`config.mk`:
```
export PLATFORM = sky130hd
export DESIGN_NAME = adcc_top
export DESIGN_NICKNAME = d
export VERILOG_FILES = /design/src/verilog/adcc_clkdiv.v /design/src/verilog/adcc_route.v /design/src/verilog/adcc_top.v
export VERILOG_INCLUDE_DIRS = /design/src /design/src/verilog
export SDC_FILE = /design/constraint.sdc
export NUM_CORES = 1
export LEC_CHECK = 0
export ABC_CLOCK_PERIOD_IN_PS = 2500
export BUFFER_PORTS_ARGS = -buffer_cell sky130_fd_sc_hd__clkbuf_2
export CORE_MARGIN = 2
export CORE_UTILIZATION = 51
export DETAILED_ROUTE_END_ITERATION = 7
export MAX_ROUTING_LAYER = met4
export PLACE_DENSITY_LB_ADDON = 0.15
export SETUP_SLACK_MARGIN = 0.02
export SYNTH_ARGS = -nofsm -noshare
export SYNTH_HDL_FRONTEND = slang
export SYNTH_SLANG_ARGS = --single-unit
```
`constraint.sdc`:
```
create_clock -name aclk -period 2.5 [get_ports aclk]
set_clock_uncertainty 0.2 [all_clocks]
set_input_delay 0.125 -clock aclk [delete_from_list [all_inputs] [get_ports aclk]]
set_output_delay 0.125 -clock aclk [all_outputs]
set_load 0.02 [all_outputs]
```
`src/verilog/adcc_regs.vh`:
```
// Register map, field positions, reset values and timing counts for the
// converter control block.
// Assumes byte-wide registers, each on an aligned 32-bit AXI4-Lite word.
`ifndef ADCC_REGS_VH
`define ADCC_REGS_VH

// Byte offsets
`define ADCC_OFF_CTRL0 8'h00
`define ADCC_OFF_SRCCLK 8'h04
`define ADCC_OFF_REFGAIN 8'h08
`define ADCC_OFF_BGAP 8'h0c
`define ADCC_OFF_RES_HI 8'h10
`define ADCC_OFF_RES_LO 8'h14
`define ADCC_OFF_EVENT 8'h18

// Start/channel control fields
`define ADCC_START_BIT 7
`define ADCC_BUSY_BIT 6
`define ADCC_ENABLE_BIT 5
`define ADCC_JUSTIFY_BIT 4
`define ADCC_CHAN_MSB 3
`define ADCC_CHAN_LSB 0

// Source/clock fields
`define ADCC_SRC_MSB 7
`define ADCC_SRC_LSB 4
`define ADCC_CKDIV_MSB 2
`define ADCC_CKDIV_LSB 0

// Reference/gain fields
`define ADCC_AMPEN_BIT 7
`define ADCC_AMPIN_BIT 4
`define ADCC_REF_MSB 3
`define ADCC_REF_LSB 2
`define ADCC_GAIN_MSB 1
`define ADCC_GAIN_LSB 0

// Bandgap and event fields
`define ADCC_BGEN_BIT 0
`define ADCC_EOC_BIT 0

// Reset values
`define ADCC_RST_CTRL0 8'h00
`define ADCC_RST_SRCCLK 8'h00
`define ADCC_RST_REFGAIN 8'h00
`define ADCC_RST_BGAP 8'h00

// Conversion clocks per conversion
`define ADCC_CONV_CLKS 5'h10

// AXI responses
`define ADCC_RESP_OKAY 2'b00
`define ADCC_RESP_SLVERR 2'b10

`endif

```
`src/verilog/adcc_clkdiv.v`:
```
// Conversion clock divider: one-cycle enable pulse at aclk / 2^div.
// Assumes clr is pulsed at the start of each conversion to align phase.
`timescale 1ns/1ps
`default_nettype none

module adcc_clkdiv (
  // Clock and reset
  input wire aclk,
  input wire aresetn,
  // Control
  input wire clr,
  input wire [2:0] div,
  // Enable pulse
  output reg tick
);

  reg [6:0] cnt_r;
  wire [6:0] lim;

  // Terminal count is 2^div - 1; code 000 ticks every cycle
  assign lim = (7'h01 << div) - 7'h01;

  always @(posedge aclk) begin
    if (!aresetn || clr) begin
      cnt_r <= 7'h00;
      tick <= 1'b0;
    end else if (cnt_r >= lim) begin
      cnt_r <= 7'h00;
      tick <= 1'b1;
    end else begin
      cnt_r <= cnt_r + 7'h01;
      tick <= 1'b0;
    end
  end

endmodule
`default_nettype wire

```
`src/verilog/adcc_route.v`:
```
// Analog switch decode: channel, internal source and reference routing.
// Outputs are registered so the switch controls never glitch.
`timescale 1ns/1ps
`default_nettype none

module adcc_route (
  // Clock and reset
  input wire aclk,
  input wire aresetn,
  // Selections
  input wire [3:0] external_channel_select,
  input wire [3:0] signal_source_select,
  input wire [1:0] reference_source_select,
  input wire amplifier_input_select,
  // Input switches
  output reg [11:0] ext_chan_on,
  output reg src_supply,
  output reg src_supply_div2,
  output reg src_supply_div4,
  output reg src_amp,
  output reg src_amp_div2,
  output reg src_amp_div4,
  output reg src_ground,
  // Reference switches
  output reg ref_supply,
  output reg ref_ext_pin_on,
  output reg ref_amp,
  output reg amp_ext_ref_pin_on
);

  // External path for 0000, 0100 and 11xx
  function is_ext;
    input [3:0] s;
    begin
      is_ext = (s == 4'h0) || (s == 4'h4) || (s[3:2] == 2'b11);
    end
  endfunction

  wire ext_path = is_ext(signal_source_select);

  genvar i;
  generate
    for (i = 0; i < 12; i = i + 1) begin : g_chan
      // Codes 1100..1111 match no channel and leave the input floating
      always @(posedge aclk) begin
        if (!aresetn)
          ext_chan_on[i] <= 1'b0;
        else
          ext_chan_on[i] <= ext_path && (external_channel_select == i);
      end
    end
  endgenerate

  always @(posedge aclk) begin
    if (!aresetn) begin
      src_supply <= 1'b0;
      src_supply_div2 <= 1'b0;
      src_supply_div4 <= 1'b0;
      src_amp <= 1'b0;
      src_amp_div2 <= 1'b0;
      src_amp_div4 <= 1'b0;
      src_ground <= 1'b0;
      ref_supply <= 1'b1;
      ref_ext_pin_on <= 1'b0;
      ref_amp <= 1'b0;
      amp_ext_ref_pin_on <= 1'b1;
    end else begin
      src_supply <= (signal_source_select == 4'h1);
      src_supply_div2 <= (signal_source_select == 4'h2);
      src_supply_div4 <= (signal_source_select == 4'h3);
      src_amp <= (signal_source_select == 4'h5);
      src_amp_div2 <= (signal_source_select == 4'h6);
      src_amp_div4 <= (signal_source_select == 4'h7);
      src_ground <= (signal_source_select[3:2] == 2'b10);
      ref_supply <= (reference_source_select == 2'b00);
      ref_ext_pin_on <= (reference_source_select == 2'b01);
      ref_amp <= reference_source_select[1];
      amp_ext_ref_pin_on <= !amplifier_input_select;
    end
  end

endmodule
`default_nettype wire

```
`src/verilog/adcc_top.v`:
```
// Control and configuration registers of a 12-bit converter, on AXI4-Lite.
// Assumes the analog core presents its result on core_result when the
// last conversion clock is reached, and that all inputs share aclk.
`timescale 1ns/1ps
`default_nettype none
`include "adcc_regs.vh"

// Behaviour
// - Start bit high-then-low begins one conversion
// - Busy flag set on start, cleared at end
// - Busy flag readable, writes to it ignored
// - Enable bit powers converter on, off otherwise
// - Results kept unchanged while converter disabled
// - Justify bit selects result byte layout
// - Channel field picks input 0-11, else floating
// - Source field picks external, divided supply, amplifier, ground
// - Source code 0001 routes undivided supply
// - Internal source disconnects the external channel
// - Clock field divides aclk by 1 to 128
// - Amplifier input bit picks pin or bandgap
// - Reference field picks supply, pin or amplifier
// - Gain field sets gain 1, 1.667, 2.5, 3.333
// - Bandgap enable bit switches bandgap on
// - Unimplemented bits read zero, ignore writes
// - End of conversion raises the request flag
// - Unused result bit positions read as zero
module adcc_top (
  // Clock and reset
  input wire aclk,
  input wire aresetn,
  // AXI4-Lite write address
  input wire awvalid,
  output reg awready,
  input wire [7:0] awaddr,
  input wire [2:0] awprot,
  // AXI4-Lite write data
  input wire wvalid,
  output reg wready,
  input wire [31:0] wdata,
  input wire [3:0] wstrb,
  // AXI4-Lite write response
  output reg bvalid,
  input wire bready,
  output reg [1:0] bresp,
  // AXI4-Lite read address
  input wire arvalid,
  output reg arready,
  input wire [7:0] araddr,
  input wire [2:0] arprot,
  // AXI4-Lite read data
  output reg rvalid,
  input wire rready,
  output reg [31:0] rdata,
  output reg [1:0] rresp,
  // Converter core
  input wire [11:0] core_result,
  output reg converter_power,
  output reg conv_clk_tick,
  output reg conv_sampling,
  output reg conv_irq_req,
  // Input switches
  output wire [11:0] ext_chan_on,
  output wire src_supply,
  output wire src_supply_div2,
  output wire src_supply_div4,
  output wire src_amp,
  output wire src_amp_div2,
  output wire src_amp_div4,
  output wire src_ground,
  // Reference and amplifier
  output wire ref_supply,
  output wire ref_ext_pin_on,
  output wire ref_amp,
  output wire amp_ext_ref_pin_on,
  output reg amplifier_enable,
  output reg [1:0] amplifier_gain_select,
  output reg bandgap_enable
);

  localparam ST_IDLE = 1'b0;
  localparam ST_CONV = 1'b1;

  // Software-visible state
  reg start_r;
  reg conv_in_progress_flag_r;
  reg converter_enable_r;
  reg result_justify_select_r;
  reg [3:0] external_channel_select_r;
  reg [3:0] signal_source_select_r;
  reg [2:0] conv_clock_divider_r;
  reg amplifier_input_select_r;
  reg [1:0] reference_source_select_r;
  reg [11:0] result_r;
  reg eoc_flag_r;

  // Conversion sequencer
  reg state_r;
  reg [4:0] clk_cnt_r;
  reg div_clr_r;
  wire div_tick;

  // Bus holding registers
  reg aw_hold_r;
  reg w_hold_r;
  reg [7:0] waddr_r;
  reg [7:0] wbyte_r;
  reg wlane_r;

  // Write and start decode
  wire do_write = aw_hold_r && w_hold_r && !bvalid;
  wire wr_ctrl0 = do_write && wlane_r && (waddr_r == `ADCC_OFF_CTRL0);
  wire start_fall = wr_ctrl0 && start_r && !wbyte_r[`ADCC_START_BIT];
  // A tick already registered when the divider is cleared predates the restart
  wire div_tick_q = div_tick && !div_clr_r;
  wire last_clk = div_tick_q && (clk_cnt_r == `ADCC_CONV_CLKS - 5'h01);

  // Address decode shared by read and write paths
  function addr_ok;
    input [7:0] a;
    begin
      case (a)
        `ADCC_OFF_CTRL0, `ADCC_OFF_SRCCLK, `ADCC_OFF_REFGAIN,
        `ADCC_OFF_BGAP, `ADCC_OFF_RES_HI, `ADCC_OFF_RES_LO,
        `ADCC_OFF_EVENT: addr_ok = 1'b1;
        default: addr_ok = 1'b0;
      endcase
    end
  endfunction

  // Read view of one register; unused bits are zero
  function [7:0] read_reg;
    input [7:0] a;
    begin
      case (a)
        `ADCC_OFF_CTRL0:
          read_reg = {start_r, conv_in_progress_flag_r, converter_enable_r,
                      result_justify_select_r, external_channel_select_r};
        `ADCC_OFF_SRCCLK:
          read_reg = {signal_source_select_r, 1'b0, conv_clock_divider_r};
        `ADCC_OFF_REFGAIN:
          read_reg = {amplifier_enable, 2'b00, amplifier_input_select_r,
                      reference_source_select_r, amplifier_gain_select};
        `ADCC_OFF_BGAP:
          read_reg = {7'h00, bandgap_enable};
        `ADCC_OFF_RES_HI:
          read_reg = result_justify_select_r ? {4'h0, result_r[11:8]}
                                             : result_r[11:4];
        `ADCC_OFF_RES_LO:
          read_reg = result_justify_select_r ? result_r[7:0]
                                             : {result_r[3:0], 4'h0};
        `ADCC_OFF_EVENT:
          read_reg = {7'h00, eoc_flag_r};
        default:
          read_reg = 8'h00;
      endcase
    end
  endfunction

  // Write address and data are taken independently, in either order
  always @(posedge aclk) begin
    if (!aresetn) begin
      awready <= 1'b1;
      wready <= 1'b1;
      aw_hold_r <= 1'b0;
      w_hold_r <= 1'b0;
      waddr_r <= 8'h00;
      wbyte_r <= 8'h00;
      wlane_r <= 1'b0;
      bvalid <= 1'b0;
      bresp <= `ADCC_RESP_OKAY;
    end else begin
      if (awvalid && awready) begin
        aw_hold_r <= 1'b1;
        awready <= 1'b0;
        waddr_r <= {awaddr[7:2], 2'b00};
      end
      if (wvalid && wready) begin
        w_hold_r <= 1'b1;
        wready <= 1'b0;
        wbyte_r <= wdata[7:0];
        wlane_r <= wstrb[0];
      end
      if (do_write) begin
        aw_hold_r <= 1'b0;
        w_hold_r <= 1'b0;
        bvalid <= 1'b1;
        bresp <= addr_ok(waddr_r) ? `ADCC_RESP_OKAY : `ADCC_RESP_SLVERR;
      end
      // Ready stays low until the response is taken: one write at a time
      if (bvalid && bready) begin
        bvalid <= 1'b0;
        awready <= 1'b1;
        wready <= 1'b1;
      end
    end
  end

  // Read answers one cycle after the address is taken
  always @(posedge aclk) begin
    if (!aresetn) begin
      arready <= 1'b1;
      rvalid <= 1'b0;
      rdata <= 32'h0000_0000;
      rresp <= `ADCC_RESP_OKAY;
    end else if (arvalid && arready) begin
      arready <= 1'b0;
      rvalid <= 1'b1;
      rdata <= {24'h00_0000, read_reg({araddr[7:2], 2'b00})};
      rresp <= addr_ok({araddr[7:2], 2'b00}) ? `ADCC_RESP_OKAY
                                              : `ADCC_RESP_SLVERR;
    end else if (rvalid && rready) begin
      rvalid <= 1'b0;
      arready <= 1'b1;
    end
  end

  // Configuration registers; byte lane 0 carries every field
  always @(posedge aclk) begin
    if (!aresetn) begin
      start_r <= 1'b0;
      converter_enable_r <= 1'b0;
      result_justify_select_r <= 1'b0;
      external_channel_select_r <= 4'h0;
      signal_source_select_r <= 4'h0;
      conv_clock_divider_r <= 3'h0;
      amplifier_enable <= 1'b0;
      amplifier_input_select_r <= 1'b0;
      reference_source_select_r <= 2'b00;
      amplifier_gain_select <= 2'b00;
      bandgap_enable <= 1'b0;
    end else if (do_write && wlane_r) begin
      case (waddr_r)
        `ADCC_OFF_CTRL0: begin
          // Busy bit position is not stored from the bus
          start_r <= wbyte_r[`ADCC_START_BIT];
          converter_enable_r <= wbyte_r[`ADCC_ENABLE_BIT];
          result_justify_select_r <= wbyte_r[`ADCC_JUSTIFY_BIT];
          external_channel_select_r <= wbyte_r[`ADCC_CHAN_MSB:`ADCC_CHAN_LSB];
        end
        `ADCC_OFF_SRCCLK: begin
          signal_source_select_r <= wbyte_r[`ADCC_SRC_MSB:`ADCC_SRC_LSB];
          conv_clock_divider_r <= wbyte_r[`ADCC_CKDIV_MSB:`ADCC_CKDIV_LSB];
        end
        `ADCC_OFF_REFGAIN: begin
          amplifier_enable <= wbyte_r[`ADCC_AMPEN_BIT];
          amplifier_input_select_r <= wbyte_r[`ADCC_AMPIN_BIT];
          reference_source_select_r <= wbyte_r[`ADCC_REF_MSB:`ADCC_REF_LSB];
          amplifier_gain_select <= wbyte_r[`ADCC_GAIN_MSB:`ADCC_GAIN_LSB];
        end
        `ADCC_OFF_BGAP:
          bandgap_enable <= wbyte_r[`ADCC_BGEN_BIT];
        default: begin
          // Result and unmapped addresses are not writable
        end
      endcase
    end
  end

  // Conversion sequencer
  always @(posedge aclk) begin
    if (!aresetn) begin
      state_r <= ST_IDLE;
      conv_in_progress_flag_r <= 1'b0;
      clk_cnt_r <= 5'h00;
      div_clr_r <= 1'b1;
      result_r <= 12'h000;
    end else begin
      div_clr_r <= 1'b0;
      case (state_r)
        ST_IDLE: begin
          // A start while disabled is dropped rather than queued
          if (start_fall && converter_enable_r) begin
            state_r <= ST_CONV;
            conv_in_progress_flag_r <= 1'b1;
            clk_cnt_r <= 5'h00;
            div_clr_r <= 1'b1;
          end
        end
        ST_CONV: begin
          if (!converter_enable_r) begin
            // Power-down aborts; the old result stays put
            state_r <= ST_IDLE;
            conv_in_progress_flag_r <= 1'b0;
          end else if (last_clk) begin
            state_r <= ST_IDLE;
            conv_in_progress_flag_r <= 1'b0;
            result_r <= core_result;
          end else if (div_tick_q) begin
            clk_cnt_r <= clk_cnt_r + 5'h01;
          end
        end
        default: begin
          state_r <= ST_IDLE;
          conv_in_progress_flag_r <= 1'b0;
        end
      endcase
    end
  end

  // End-of-conversion request flag; a new end wins over a clear
  always @(posedge aclk) begin
    if (!aresetn)
      eoc_flag_r <= 1'b0;
    else if (state_r == ST_CONV && converter_enable_r && last_clk)
      eoc_flag_r <= 1'b1;
    else if (do_write && wlane_r && waddr_r == `ADCC_OFF_EVENT &&
             wbyte_r[`ADCC_EOC_BIT])
      eoc_flag_r <= 1'b0;
  end

  // Registered core controls
  always @(posedge aclk) begin
    if (!aresetn) begin
      converter_power <= 1'b0;
      conv_clk_tick <= 1'b0;
      conv_sampling <= 1'b0;
      conv_irq_req <= 1'b0;
    end else begin
      converter_power <= converter_enable_r;
      conv_clk_tick <= div_tick_q && (state_r == ST_CONV);
      conv_sampling <= (state_r == ST_CONV);
      conv_irq_req <= eoc_flag_r;
    end
  end

  adcc_clkdiv u_div (
    .aclk(aclk),
    .aresetn(aresetn),
    .clr(div_clr_r),
    .div(conv_clock_divider_r),
    .tick(div_tick)
  );

  adcc_route u_route (
    .aclk(aclk),
    .aresetn(aresetn),
    .external_channel_select(external_channel_select_r),
    .signal_source_select(signal_source_select_r),
    .reference_source_select(reference_source_select_r),
    .amplifier_input_select(amplifier_input_select_r),
    .ext_chan_on(ext_chan_on),
    .src_supply(src_supply),
    .src_supply_div2(src_supply_div2),
    .src_supply_div4(src_supply_div4),
    .src_amp(src_amp),
    .src_amp_div2(src_amp_div2),
    .src_amp_div4(src_amp_div4),
    .src_ground(src_ground),
    .ref_supply(ref_supply),
    .ref_ext_pin_on(ref_ext_pin_on),
    .ref_amp(ref_amp),
    .amp_ext_ref_pin_on(amp_ext_ref_pin_on)
  );

endmodule
`default_nettype wire

```
### Word-level counts from Yosys, hierarchy flattened

Cells that the tools add are included.

| word-level totals | value |
|---|---|
| register bits | 111 |
| output and inout bits | 72 |
| input port bits | 77 |

| operators by class | value |
|---|---|
| bitwise logic cells | 2 |
| add/sub/neg operators | 3 |
| reductions and logical operators | 58 |
| order comparisons | 1 |
| shift operators | 1 |
| equality and inequality tests | 39 |
| muxes and demuxes | 32 |

Operator list:

| kind | count |
|---|---|
| 8-bit one-hot mux with 7 select lines | 1 |
| 6-bit by 3-bit equality test with 1-bit output (second input constant) | 6 |
| 4-bit by 3-bit equality test with 1-bit output (second input constant) | 8 |
| 1-bit logical AND | 31 |
| 6-bit by 2-bit equality test with 1-bit output (second input constant) | 4 |
| 1-bit two-way mux | 20 |
| 5-bit two-way mux | 4 |
| 4-bit by 2-bit equality test with 1-bit output (second input constant) | 4 |
| 4-bit equality test (second input constant) | 4 |
| 8-bit two-way mux | 2 |
| 7-bit OR reduction | 2 |
| 6-bit by 1-bit equality test with 1-bit output (second input constant) | 2 |
| 5-bit one-hot mux with 2 select lines | 1 |
| 2-bit AND reduction | 5 |
| 4-bit by 1-bit equality test with 1-bit output (second input constant) | 2 |
| 4-bit logical NOT | 2 |
| 8-bit logical NOT | 1 |
| 7-bit by 1-bit adder with 7-bit output (second input constant) | 1 |
| 7-bit >= comparator | 1 |
| 1-bit by 3-bit << shifter with 7-bit output (first input constant) | 1 |
| 7-bit by 1-bit subtractor with 7-bit output (second input constant) | 1 |
| 6-bit logical NOT | 1 |
| 2-bit != test (second input constant) | 3 |
| 2-bit OR reduction | 3 |
| other kinds (15) | 26 |

### Logic depth before layout (Yosys ltp)

Gate-level depths: netlist of run 1.

| depth | value |
|---|---|
| depth after elaboration | 9 |
| depth in mapped cells | 8 |
| gate-level depth less buffers | 7 |

### Modules after synthesis

From an unflattened synthesis of run 1, not the netlist that was laid out.

| second synthesis, totals | value |
|---|---|
| cells, all modules | 544 |
| area total of the unflattened synthesis | 5,054.8 um^2 |

Modules (own cells, without submodules):

| module | instances | cells an instance | area each (um^2) | sequential area each (um^2) |
|---|---|---|---|---|
| adcc_top | 1 | 415 | 3,701.0 | 1,561.5 |
| adcc_route | 1 | 66 | 774.5 | 460.4 |
| adcc_clkdiv | 1 | 63 | 579.3 | 160.2 |

### Least setup slack after synthesis of run 1

OpenSTA, ideal clock, no wires.

| timing | value |
|---|---|
| kind | register to register |
| from | register conv_clock_divider_r[2] |
| to | register u_div.cnt_r[2] |
| stages on the path, launching flop included | 9 |
| period minus slack after synthesis | 2.195 ns |
| arrival time | 1.929 ns |
| path buffers | 1 |
| path slack | 0.305 ns |
| cells stage by stage | dfxtp_1 clkbuf_1 o21ai_0 ha_1 a21o_1 a21o_1 a2111oi_0 o21ai_1 nor2_1 |

| between the ends | value |
|---|---|
| longest elaborated chain between the ends | 4 |

Ends and longest elaborated chain:

| element | line | RTL |
|---|---|---|
| start: declaration | adcc_top.v:90 | `reg [2:0] conv_clock_divider_r;` |
| start signal: assignment | adcc_top.v:242 | `` conv_clock_divider_r <= wbyte_r[`ADCC_CKDIV_MSB:`ADCC_CKDIV_LSB]; `` |
| 1-bit by 3-bit << shifter with 7-bit output | adcc_clkdiv.v:21 | `assign lim = (7'h01 << div) - 7'h01;` |
| 7-bit by 1-bit subtractor with 7-bit output | adcc_clkdiv.v:21 |  |
| 7-bit >= comparator | adcc_clkdiv.v:27 | `end else if (cnt_r >= lim) begin` |
| 2-bit OR reduction (no source line) | n/a |  |
| end signal: assignment | adcc_clkdiv.v:31 | `cnt_r <= cnt_r + 7'h01;` |
| end: declaration | adcc_clkdiv.v:17 | `reg [6:0] cnt_r;` |

No other way between the ends.
A chain may end at the register's enable or synchronous reset.

### Worst setup path in the final report of run 1

| timing | value |
|---|---|
| from | register conv_clock_divider_r[0] |
| to | register u_div.cnt_r[2] |

Same word-level chain as after synthesis.

==> results_dict.tcl, run 1 <==
set metrics [dict create \
    critPathCaptureType "register" \
    drc_errors 0 \
    cts_buffer_depth 2 \
    setup_slack_ns 0.1879 \
    clock_sinks 109 \
    yosysMostFrequentCell "dfxtp_1" \
    dpl_worst_slack_ns 0.06900 \
    yosysWarningCount 0 \
    drt.antenna.violating_nets 0 \
    syn_area_per_cell_sq_um 8.888 \
    die_h_microns 99.38 \
    r2r-end "u_div.cnt_r[2]" \
    drt_iter0_markers 206 \
    placed_cell_area_sq_mm 0.005095 \
    io_pins 149 \
    die_width_microns 99.38 \
    powerDensity_mw_per_mm2 540.0 \
    reg2reg_from "conv_clock_divider_r[0]" \
    cts_made_buffers 9 \
    clock_latency_ns 0.37 \
    synth_commonest_cells "dfxtp_1 (109), nand2_1 (55), nor2_1 (55)" \
    slew_violations 0 \
    hold_end "rdata[4]" \
    hold_viol_final 0 \
    synth-edff-count 0 \
    num_rows 34 \
    n_antenna_cell 0 \
    fmax_mhz 432.5 \
    worstHoldStart "araddr[3]" \
    status "complete, no violations" \
    critPathMaxStageDelay_ns 0.43 \
    synth_area_sq_mm 0.004639 \
    dr.pass1.iters 5 \
    path_common_cell "a21o_1" \
    cp_data_arrival_time_ns 2.43 \
    antenna_found_initial 0 \
    ff2ff_path_depth 8 \
    path_class "reg2reg" \
    layout-drive-gt1-share 0.2000 \
    regArea_sq_mm 0.002183 \
    dp_hpwl_microns 7305 \
    fin_tns_setup_ns 0 \
    p_leak_nw 2.449 \
    globalRouteOverflowTotal 0 \
    grt_pass1_wl_microns 17310 \
    synth_top_cell_by_area "dfxtp_1" \
    grt_pass1_vias 3679 \
    vias_per_cell 5.253 \
    die_area_sq_mm 0.009875 \
    cp.required_ns 2.62 \
    grt_usage 0.2241 \
    h-tree-depth 3 \
    max_cap_violations 0 \
    setup_viol 0 \
    relSlewSlack 0.5288 \
    yosys_most_used_dff "dfxtp_1" \
    min_delay_path_depth 4 \
    min_path_type "in2reg" \
    period_minus_slack_ns 2.312 \
    grt_max_degree 67 \
    nFillCells 752 \
    worst_slew_pin_slew_ns 0.6971 \
    r2r_slack_ns 0.19 \
    ys_seq_elements 109 \
    nets 732 \
    crit_fanout 7 \
    start_kind "register" \
    ys_async_sr_fraction 0 \
    worst_hold_slack_ns 0.04171 \
    synth.area.top_cells "dfxtp_1 (47%), mux2i_1 (7.8%), nand2_1 (4.4%)" \
    design_area_sq_mm 0.005702 \
    clock_tree.root_cell "clkbuf_8" \
    synth_top_cell_area_share 0.4703 \
    crit_path_top_delay_cell "dfxtp_1" \
    cts_tree "done" \
    wl_per_cell_microns 14.26 \
    coreArea_sq_mm 0.008763 \
    rsz0062_at_grt "false" \
    area_growth_pct 22.90 \
    synthCells 522 \
    portBuffers 85 \
    vias 3982 \
    multi_input_area_sq_mm 0.002220 \
    vdd_drop_max_mv 0.3696 \
    post-route-period-util 0.9248 \
    crit_chain "o21ai_0 > ha_1 > a21o_1 > a21o_1 > a2111oi_0 > o21ai_1 > buf_4 > nor2_1" \
    total_power_mw 3.079 \
    synth_cell_types 56 \
    ys_seq_area_frac 0.4703 \
    clk_pin_slew_ns 0.11 \
    initial_utilization 0.5294 \
    gp_congestion 0.8339 \
    routed_wirelength_microns 10810 \
]
-- power breakdown --
| group | total [mW] | switching, mW | internal (mW) |
|---|---|---|---|
| Clock | 1.02 | 0.597 | 0.422 |
| Combinational | 0.270 | 0.157 | 0.112 |
| Sequential | 1.79 | 0.0283 | 1.76 |
| Total | 3.08 | 0.782 | 2.30 |
-- cell families (layout without fill, tap and decap cells) --
kind of cell    Yosys count  in the layout  share of synthesized area
fa+ha+maj                10             10                    0.02697
flops                   109            109                     0.4703
xor+xnor                  5              5                   0.009441
simple gates            204            204                     0.2144
mux                      39             39                    0.08495
compound gates           93             93                     0.1216
buf+inv                  61            164                    0.07147
other cells               1             26                  0.0008083
-- layout make-up --
cell class                      instances  area share
Inverter                               10    0.006583
Timing Repair Buffer                  138      0.1646
Clock buffer                           12     0.02721
Tap cell                              108     0.02370
Sequential cell                       109      0.3829
Clock inverter                          4    0.005706
Multi-Input combinational cell        377      0.3893
-- timing repair --
action	in CTS	in global routing
gates resized for setup	0	1
hold endpoints to repair	40	0
endpoints found under the setup margin	0	7
buffers inserted	0	1
hold buffers	41	0
-- state kept, by name, summed over array words and instances, names as in the netlist, 4 cells and up --
register	count
clk_cnt_r	5
external_channel_select_r	4
rdata	8
result_r	12
signal_source_select_r	4
u_div.cnt_r	7
u_route.ext_chan_on	12
waddr_r	6
wbyte_r	8
-- cell usage in the layout, fill, tap and decap left out, types with 3 or more instances in the layout --
cell | netlist | routed
conb_1 | 1 | 26
a21o_1 | 3 | 3
a21oi_1 | 41 | 41
nand3_1 | 25 | 25
clkbuf_8 | 0 | 11
a211oi_1 | 3 | 3
nor3_1 | 16 | 16
ha_1 | 10 | 10
o211ai_1 | 4 | 4
nor2b_1 | 4 | 4
dlygate4sd3_1 | 0 | 41
and2_1 | 6 | 6
nor2_1 | 55 | 55
and3_1 | 3 | 3
nand4_1 | 3 | 3
mux2_2 | 3 | 3
nand2_1 | 55 | 55
or3_1 | 5 | 5
dfxtp_1 | 109 | 108
mux2i_1 | 36 | 36
xnor2_1 | 3 | 3
inv_1 | 10 | 9
a22oi_1 | 5 | 5
o2111ai_1 | 3 | 3
o21ai_0 | 19 | 19
nand2b_1 | 8 | 8
nor2_2 | 7 | 7
buf_4 | 26 | 11
clkbuf_2 | 0 | 85
-- worst max-delay path: cells and delay by family (launching register included) --
family                     cells  cell delay (ns)
AOI/OAI and AO/OA              5             1.03
and+or+nand+nor                1             0.11
adders and majority gates      1             0.31
buffers and inverters          1             0.18
DFF                            1             0.43
-- metal layers --
metal  vias to the layer above  global-route usage  share of wire
li1                       2002                   -              -
met1                      1852              0.2901           0.46
met2                       108              0.3545           0.47
met3                        20             0.03092          0.044
met4                         0             0.09273          0.020
met5                         -                   -              0
-- worst max-delay path by stage --
stage / startpoint / endpoint / slack (ns) / cells past startpoint
detailed placement: conv_clock_divider_r[2] / u_div.cnt_r[2] / 0.07 / 7
finish: conv_clock_divider_r[0] / u_div.cnt_r[2] / 0.19 / 8
global route: conv_clock_divider_r[0] / u_div.cnt_r[2] / 0.02 / 8
CTS: conv_clock_divider_r[2] / u_div.cnt_r[2] / 0.07 / 7
floorplan: conv_clock_divider_r[2] / u_div.cnt_r[2] / 0.31 / 8
global placement: conv_clock_divider_r[2] / u_div.cnt_r[3] / 0.25 / 7
-- metrics by stage --
step / std cells / util
after floorplan: 547 / -
after global routing: 758 / 0.6506
final: 758 / 0.6506
after CTS: 757 / 0.6496
after detailed placement: 700 / 0.5814
after global placement: 700 / 0.5814
(Power assumes the default switching activity.)
==> run 2: changes to the inputs <==
--- a/config.mk
+++ b/config.mk
@@ -9,11 +9,12 @@
 export ABC_CLOCK_PERIOD_IN_PS = 2500
 export BUFFER_PORTS_ARGS = -buffer_cell sky130_fd_sc_hd__clkbuf_2
 export CORE_MARGIN = 2
-export CORE_UTILIZATION = 51
+export CORE_UTILIZATION = 52
 export DETAILED_ROUTE_END_ITERATION = 7
 export MAX_ROUTING_LAYER = met4
 export PLACE_DENSITY_LB_ADDON = 0.15
 export SETUP_SLACK_MARGIN = 0.02
 export SYNTH_ARGS = -nofsm -noshare
 export SYNTH_HDL_FRONTEND = slang
+export SYNTH_HIERARCHICAL = 1
 export SYNTH_SLANG_ARGS = --single-unit
==> results_dict.tcl, run 2 <==
set metrics [dict create \
    path_buf_inv 0 \
    synth_cell_types 66 \
    clock_tree.root_cell "clkbuf_8" \
    rsz0062_at_grt "true" \
    hold_viol_final 0 \
    critPathMaxStageDelay_ns 0.40 \
    min_path_type "in2reg" \
    post-route-period-util 1.020 \
    top_regs "result_r (12), u_route/ext_chan_on (12)" \
    coreArea_sq_mm 0.009328 \
    initial_utilization 0.5419 \
    die_width_microns 102.6 \
    nets 751 \
    clock_latency_ns 0.36 \
    synth-edff-count 0 \
    crit_chain "or3_4 > ha_4 > a21o_1 > a21oi_2 > ha_4 > a211o_1 > a21oi_4 > o31ai_4 > nor2b_1" \
    drt_iter0_markers 163 \
    path_class "reg2reg" \
    syn_area_per_cell_sq_um 9.292 \
    grt_usage 0.2268 \
    p_leak_nw 2.543 \
    synthCells 544 \
    n_antenna_cell 0 \
    critPathCaptureType "register" \
    powerDensity_mw_per_mm2 509.8 \
    h-tree-depth 3 \
    path_common_cell "ha_4" \
    cp_data_arrival_time_ns 2.59 \
    grt_pass1_wl_microns 18290 \
    yosysMostFrequentCell "dfxtp_1" \
    cts_made_buffers 9 \
    relSlewSlack 0.5477 \
    synth_top_cell_by_area "dfxtp_1" \
    setup_slack_ns -0.05015 \
    max_cap_violations 0 \
    setup_viol 4 \
    slew_violations 0 \
    synth_commonest_cells "dfxtp_1 (109), nand2_1 (71), mux2i_1 (44)" \
    die_h_microns 102.6 \
    drt.antenna.violating_nets 0 \
    cts_buffer_depth 2 \
    cp.required_ns 2.54 \
    total_power_mw 3.129 \
    fin_util 0.6579 \
    vias 4120 \
    start_kind "register" \
    vdd_drop_max_mv 0.3131 \
    wl_per_cell_microns 14.17 \
    grt_max_degree 35 \
    antenna_found_initial 0 \
    dpl_worst_slack_ns -0.1178 \
    synth.area.top_cells "dfxtp_1 (43%), mux2i_1 (8.7%), nand2_1 (5.3%)" \
    vias_per_cell 5.169 \
    ys_async_sr_fraction 0 \
    synth_area_sq_mm 0.005055 \
    clock_sinks 109 \
    violations "negative setup slack" \
    nFillCells 785 \
    io_pins 149 \
    synth_top_cell_area_share 0.4317 \
    yosysWarningCount 6 \
    gp_congestion 0.8029 \
    layout-drive-gt1-share 0.2186 \
    dp_hpwl_microns 8112 \
    ys_seq_area_frac 0.4317 \
    worst_slew_pin_slew_ns 0.6722 \
    status "finished with violations" \
    die_area_sq_mm 0.01053 \
    num_rows 35 \
    crit_fanout 8 \
    globalRouteOverflowTotal 0 \
    mostFrequentLayoutCell "dfxtp_1" \
    area_growth_pct 21.41 \
    yosys_most_used_dff "dfxtp_1" \
    routed_wirelength_microns 11290 \
    dr.pass1.iters 4 \
    grt_pass1_vias 3862 \
    most-common-layout-cells "dfxtp_1 (107), clkbuf_2 (85), nand2_1 (71), mux2i_1 (44), dlygate4sd3_1 (38)" \
    period_minus_slack_ns 2.550 \
    crit_family "compound AO/OA/AOI/OAI gates" \
    crit_path_top_delay_cell "or3_4" \
    ys_seq_elements 109 \
    worst_hold_slack_ns 0.03567 \
    clk_pin_slew_ns 0.10 \
    cts_tree "done" \
    drc_errors 0 \
    portBuffers 85 \
    fmax_mhz 392.1 \
]
-- run 2: layer usage --
metal	global-route usage	share of wire
met5	-	0
met2	0.3736	0.49
met4	0.06051	0.011
met3	0.02847	0.041
met1	0.2956	0.46
-- run 2: cell type report --
| type | instances | area [sq um] | area share |
|---|---|---|---|
| multi-input cells | 390 | 2624 | 0.4275 |
| flip-flops and latches | 109 | 2185 | 0.3560 |
| repair buffers | 137 | 910.9 | 0.1484 |
| well taps | 129 | 161.4 | 0.02630 |
| clock buffers | 10 | 127.6 | 0.02080 |
| clock inverters | 6 | 68.82 | 0.01121 |
| inverters | 16 | 60.06 | 0.009786 |
-- run 2: timing repair --
item | CTS | global route
endpoints found under the setup margin | 8 | 8
pin swaps | 7 | 3
resized for setup | 1 | 3
hold buffers | 38 | 0
buffers inserted | 1 | 0
hold endpoints to repair | 33 | 0
-- run 2: cells by family (layout without fill, tap and decap cells) --
logic type	Yosys count	count (layout)	synth area share
mux	47	47	0.09381
fa+ha+maj	11	11	0.02723
simple gates	208	208	0.2245
compound gates	91	91	0.1329
flops	109	109	0.4317
buf+inv	70	169	0.07698
other cells	1	26	0.0007419
xor+xnor	7	7	0.01213
-- run 2: stage by stage --
stage                      TNS, ns  cells  cell area [sq um]
after floorplan            -0.5764    569               5184
after global placement    -0.07372    742               5529
after detailed placement   -0.5878    742               5529
after CTS                 -0.01736    797               6117
after global routing       -0.9707    797               6137
final                     -0.09249    797               6137
-- run 2: worst reg2reg max path: stages, from the launching register on --
cell	delay [ns]
dfxtp_2	0.33
or3_4	0.40
ha_4	0.19
a21o_1	0.16
a21oi_2	0.19
ha_4	0.23
a211o_1	0.32
a21oi_4	0.15
o31ai_4	0.12
nor2b_1	0.15
-- run 2: worst paths after layout --
| check | from | end | slack (ns) | cells after the start |
|---|---|---|---|---|
| worst min register to register | wbyte_r[5] | wbyte_r[5] | 0.28 | 2 |
| worst max-delay path | conv_clock_divider_r[0] | u_div/tick | -0.05 | 9 |
| worst max register to register | conv_clock_divider_r[0] | u_div/tick | -0.05 | 9 |
| worst min-delay path | araddr[6] | rresp[1] | 0.04 | 4 |
-- run 2: where the power goes --
group | internal [mW] | leakage, nW | switching (mW) | total, mW
Clock | 0.472 | 0.0973 | 0.599 | 1.07
Sequential | 1.76 | 0.884 | 0.0268 | 1.79
Combinational | 0.114 | 1.56 | 0.155 | 0.269
==> run 3: changes to the inputs <==
--- a/config.mk
+++ b/config.mk
@@ -6,10 +6,10 @@
 export SDC_FILE = /design/constraint.sdc
 export NUM_CORES = 1
 export LEC_CHECK = 0
-export ABC_CLOCK_PERIOD_IN_PS = 2500
+export ABC_CLOCK_PERIOD_IN_PS = 3100
 export BUFFER_PORTS_ARGS = -buffer_cell sky130_fd_sc_hd__clkbuf_2
 export CORE_MARGIN = 2
-export CORE_UTILIZATION = 52
+export CORE_UTILIZATION = 56
 export DETAILED_ROUTE_END_ITERATION = 7
 export MAX_ROUTING_LAYER = met4
 export PLACE_DENSITY_LB_ADDON = 0.15
==> constraint.sdc (replaced) <==
create_clock -name aclk -period 3.1 [get_ports aclk]
set_clock_uncertainty 0.2 [all_clocks]
set_input_delay 0.155 -clock aclk [delete_from_list [all_inputs] [get_ports aclk]]
set_output_delay 0.155 -clock aclk [all_outputs]
set_load 0.02 [all_outputs]
==> results_dict.tcl, run 3 (synthesized netlist as in run 2, its figures left out) <==
set metrics [dict create \
    top_layer "met4" \
    slew_violations 0 \
    post-route-period-util 0.9261 \
    nFillCells 701 \
    clock_latency_ns 0.38 \
    clock_sinks 109 \
    coreArea_sq_mm 0.008721 \
    die_area_sq_mm 0.009802 \
    nets 741 \
    p_leak_nw 2.489 \
    drc_errors 0 \
    cts_buffer_depth 2 \
    setup_slack_ns 0.2291 \
    ctsResizeCount 0 \
    multi_input_area_sq_mm 0.002577 \
    r2r_slack_ns 0.23 \
    io_pins 149 \
    setup_viol 0 \
    antenna_found_initial 0 \
    initial_utilization 0.5796 \
    dpl_worst_slack_ns 0.2995 \
    final_cells 766 \
    clockPowerShare 0.352 \
    drt.antenna.violating_nets 0 \
    portBuffers 85 \
    area_growth_pct 18.76 \
    clock_tree.root_cell "clkbuf_8" \
    p_sw_uw 624.3 \
    critPathCaptureType "register" \
    status "complete, no violations" \
    n_antenna_cell 0 \
    die_width_microns 99.01 \
    cts_made_buffers 9 \
    path_class "reg2reg" \
    top_regs "result_r (12), u_route/ext_chan_on (12)" \
    dr_wl_met2_microns 5396 \
    die_h_microns 99.01 \
    hold_viol_final 0 \
    min_path_type "in2reg" \
    layout-drive-gt1-share 0.1915 \
    fin_tns_setup_ns 0 \
    cp_data_arrival_time_ns 2.96 \
    grt_max_degree 52 \
    most-common-layout-cells "dfxtp_1 (109), clkbuf_2 (85), nand2_1 (71), mux2i_1 (44), dlygate4sd3_1 (39)" \
    globalRouteOverflowTotal 0 \
    wl_per_cell_microns 14.34 \
    dp_hpwl_microns 7759 \
    vias 4172 \
    m1WireLength_microns 4865 \
    cts_tree "done" \
    grt_pass1_wl_microns 18220 \
    gp_congestion 0.7979 \
    swShare 0.2438 \
    clk_pin_slew_ns 0.10 \
    vias_per_cell 5.446 \
    routed_wirelength_microns 10980 \
    start_kind "register" \
    crit_fanout 8 \
    design_area_sq_mm 0.006003 \
    seqPwrFrac 0.563 \
    max_cap_violations 0 \
    rsz0062_at_grt "false" \
    drt_iter0_markers 172 \
    dp_cells 711 \
    worst_slew_pin_slew_ns 0.6416 \
    worst_hold_slack_ns 0.06429 \
    grt_usage 0.2337 \
    vdd_drop_max_mv 0.2212 \
    p_int_mw 1.936 \
    regArea_sq_mm 0.002182 \
    period_minus_slack_ns 2.871 \
    relSlewSlack 0.5683 \
    powerDensity_mw_per_mm2 426.5 \
    fmax_mhz 348.3 \
    cp.required_ns 3.19 \
    total_power_mw 2.560 \
    fin_util 0.6884 \
    wl_met3_microns 561 \
    h-tree-depth 3 \
    p_comb_frac 0.084 \
    dr.pass1.iters 5 \
    placed_cell_area_sq_mm 0.005403 \
    num_rows 34 \
    grt_pass1_vias 3903 \
    mostFrequentLayoutCell "dfxtp_1" \
]
-- run 3: cell count changes in the layout (fill, tap and decap cells not counted), moves of 2 or more --
cell	previous run	this run
nor3_1	13	15
ha_4	2	0
dfxtp_2	2	0
nor3_2	2	0
dfxtp_1	107	109
clkbuf_8	9	11
buf_4	14	3
ha_1	9	11
-- run 3: layout make-up --
type / instances / share of cell area
Multi-Input combinational cell: 390 / 0.4293
Sequential cell: 109 / 0.3635
Timing Repair Buffer: 127 / 0.1396
Clock buffer: 12 / 0.02584
Tap cell: 108 / 0.02251
Inverter: 16 / 0.01000
Clock inverter: 4 / 0.009170
-- run 3: critical path, cell delays in order, from the launching register on --
cell and delay [ns]:
dfxtp_1 0.40, or3_1 0.42, ha_1 0.28, nor3_1 0.20
a21o_1 0.12, a21oi_1 0.07, ha_1 0.31, a211o_1 0.31
a21oi_4 0.15, o31ai_4 0.13, nor3_1 0.20
-- run 3: worst paths after layout --
path | from | end | cells past startpoint
hold reg to reg | amplifier_input_select_r | u_route/amp_ext_ref_pin_on | 1
hold / removal | araddr[5] | rresp[1] | 4
setup / recovery | conv_clock_divider_r[1] | u_div/cnt_r[1] | 10
setup reg to reg | conv_clock_divider_r[1] | u_div/cnt_r[1] | 10
-- run 3: power by group through the flow --
| stage | Clock [mW] | Combinational [mW] | Sequential (mW) |
|---|---|---|---|
| 5_1_grt | 0.972 | 0.235 | 1.45 |
| 3_5_place_dp | 0 | 0.174 | 1.47 |
| 2_1_floorplan | 0 | 0.142 | 1.48 |
| 4_1_cts | 0.912 | 0.214 | 1.44 |
| 3_3_place_gp | 0 | 0.171 | 1.47 |
| 6_report | 0.902 | 0.216 | 1.44 |
-- run 3: per-layer routing --
metal | vias to the layer above | track usage
met5 | - | -
met4 | 0 | 0.06849
met3 | 19 | 0.03262
met2 | 137 | 0.3924
met1 | 1946 | 0.2940
li1 | 2070 | -
-- run 3: repair_timing --
action,in CTS,in global routing
endpoints found under the setup margin,0,0
endpoints found under the hold margin,33,0
hold buffers,39,0
buffers inserted,0,0
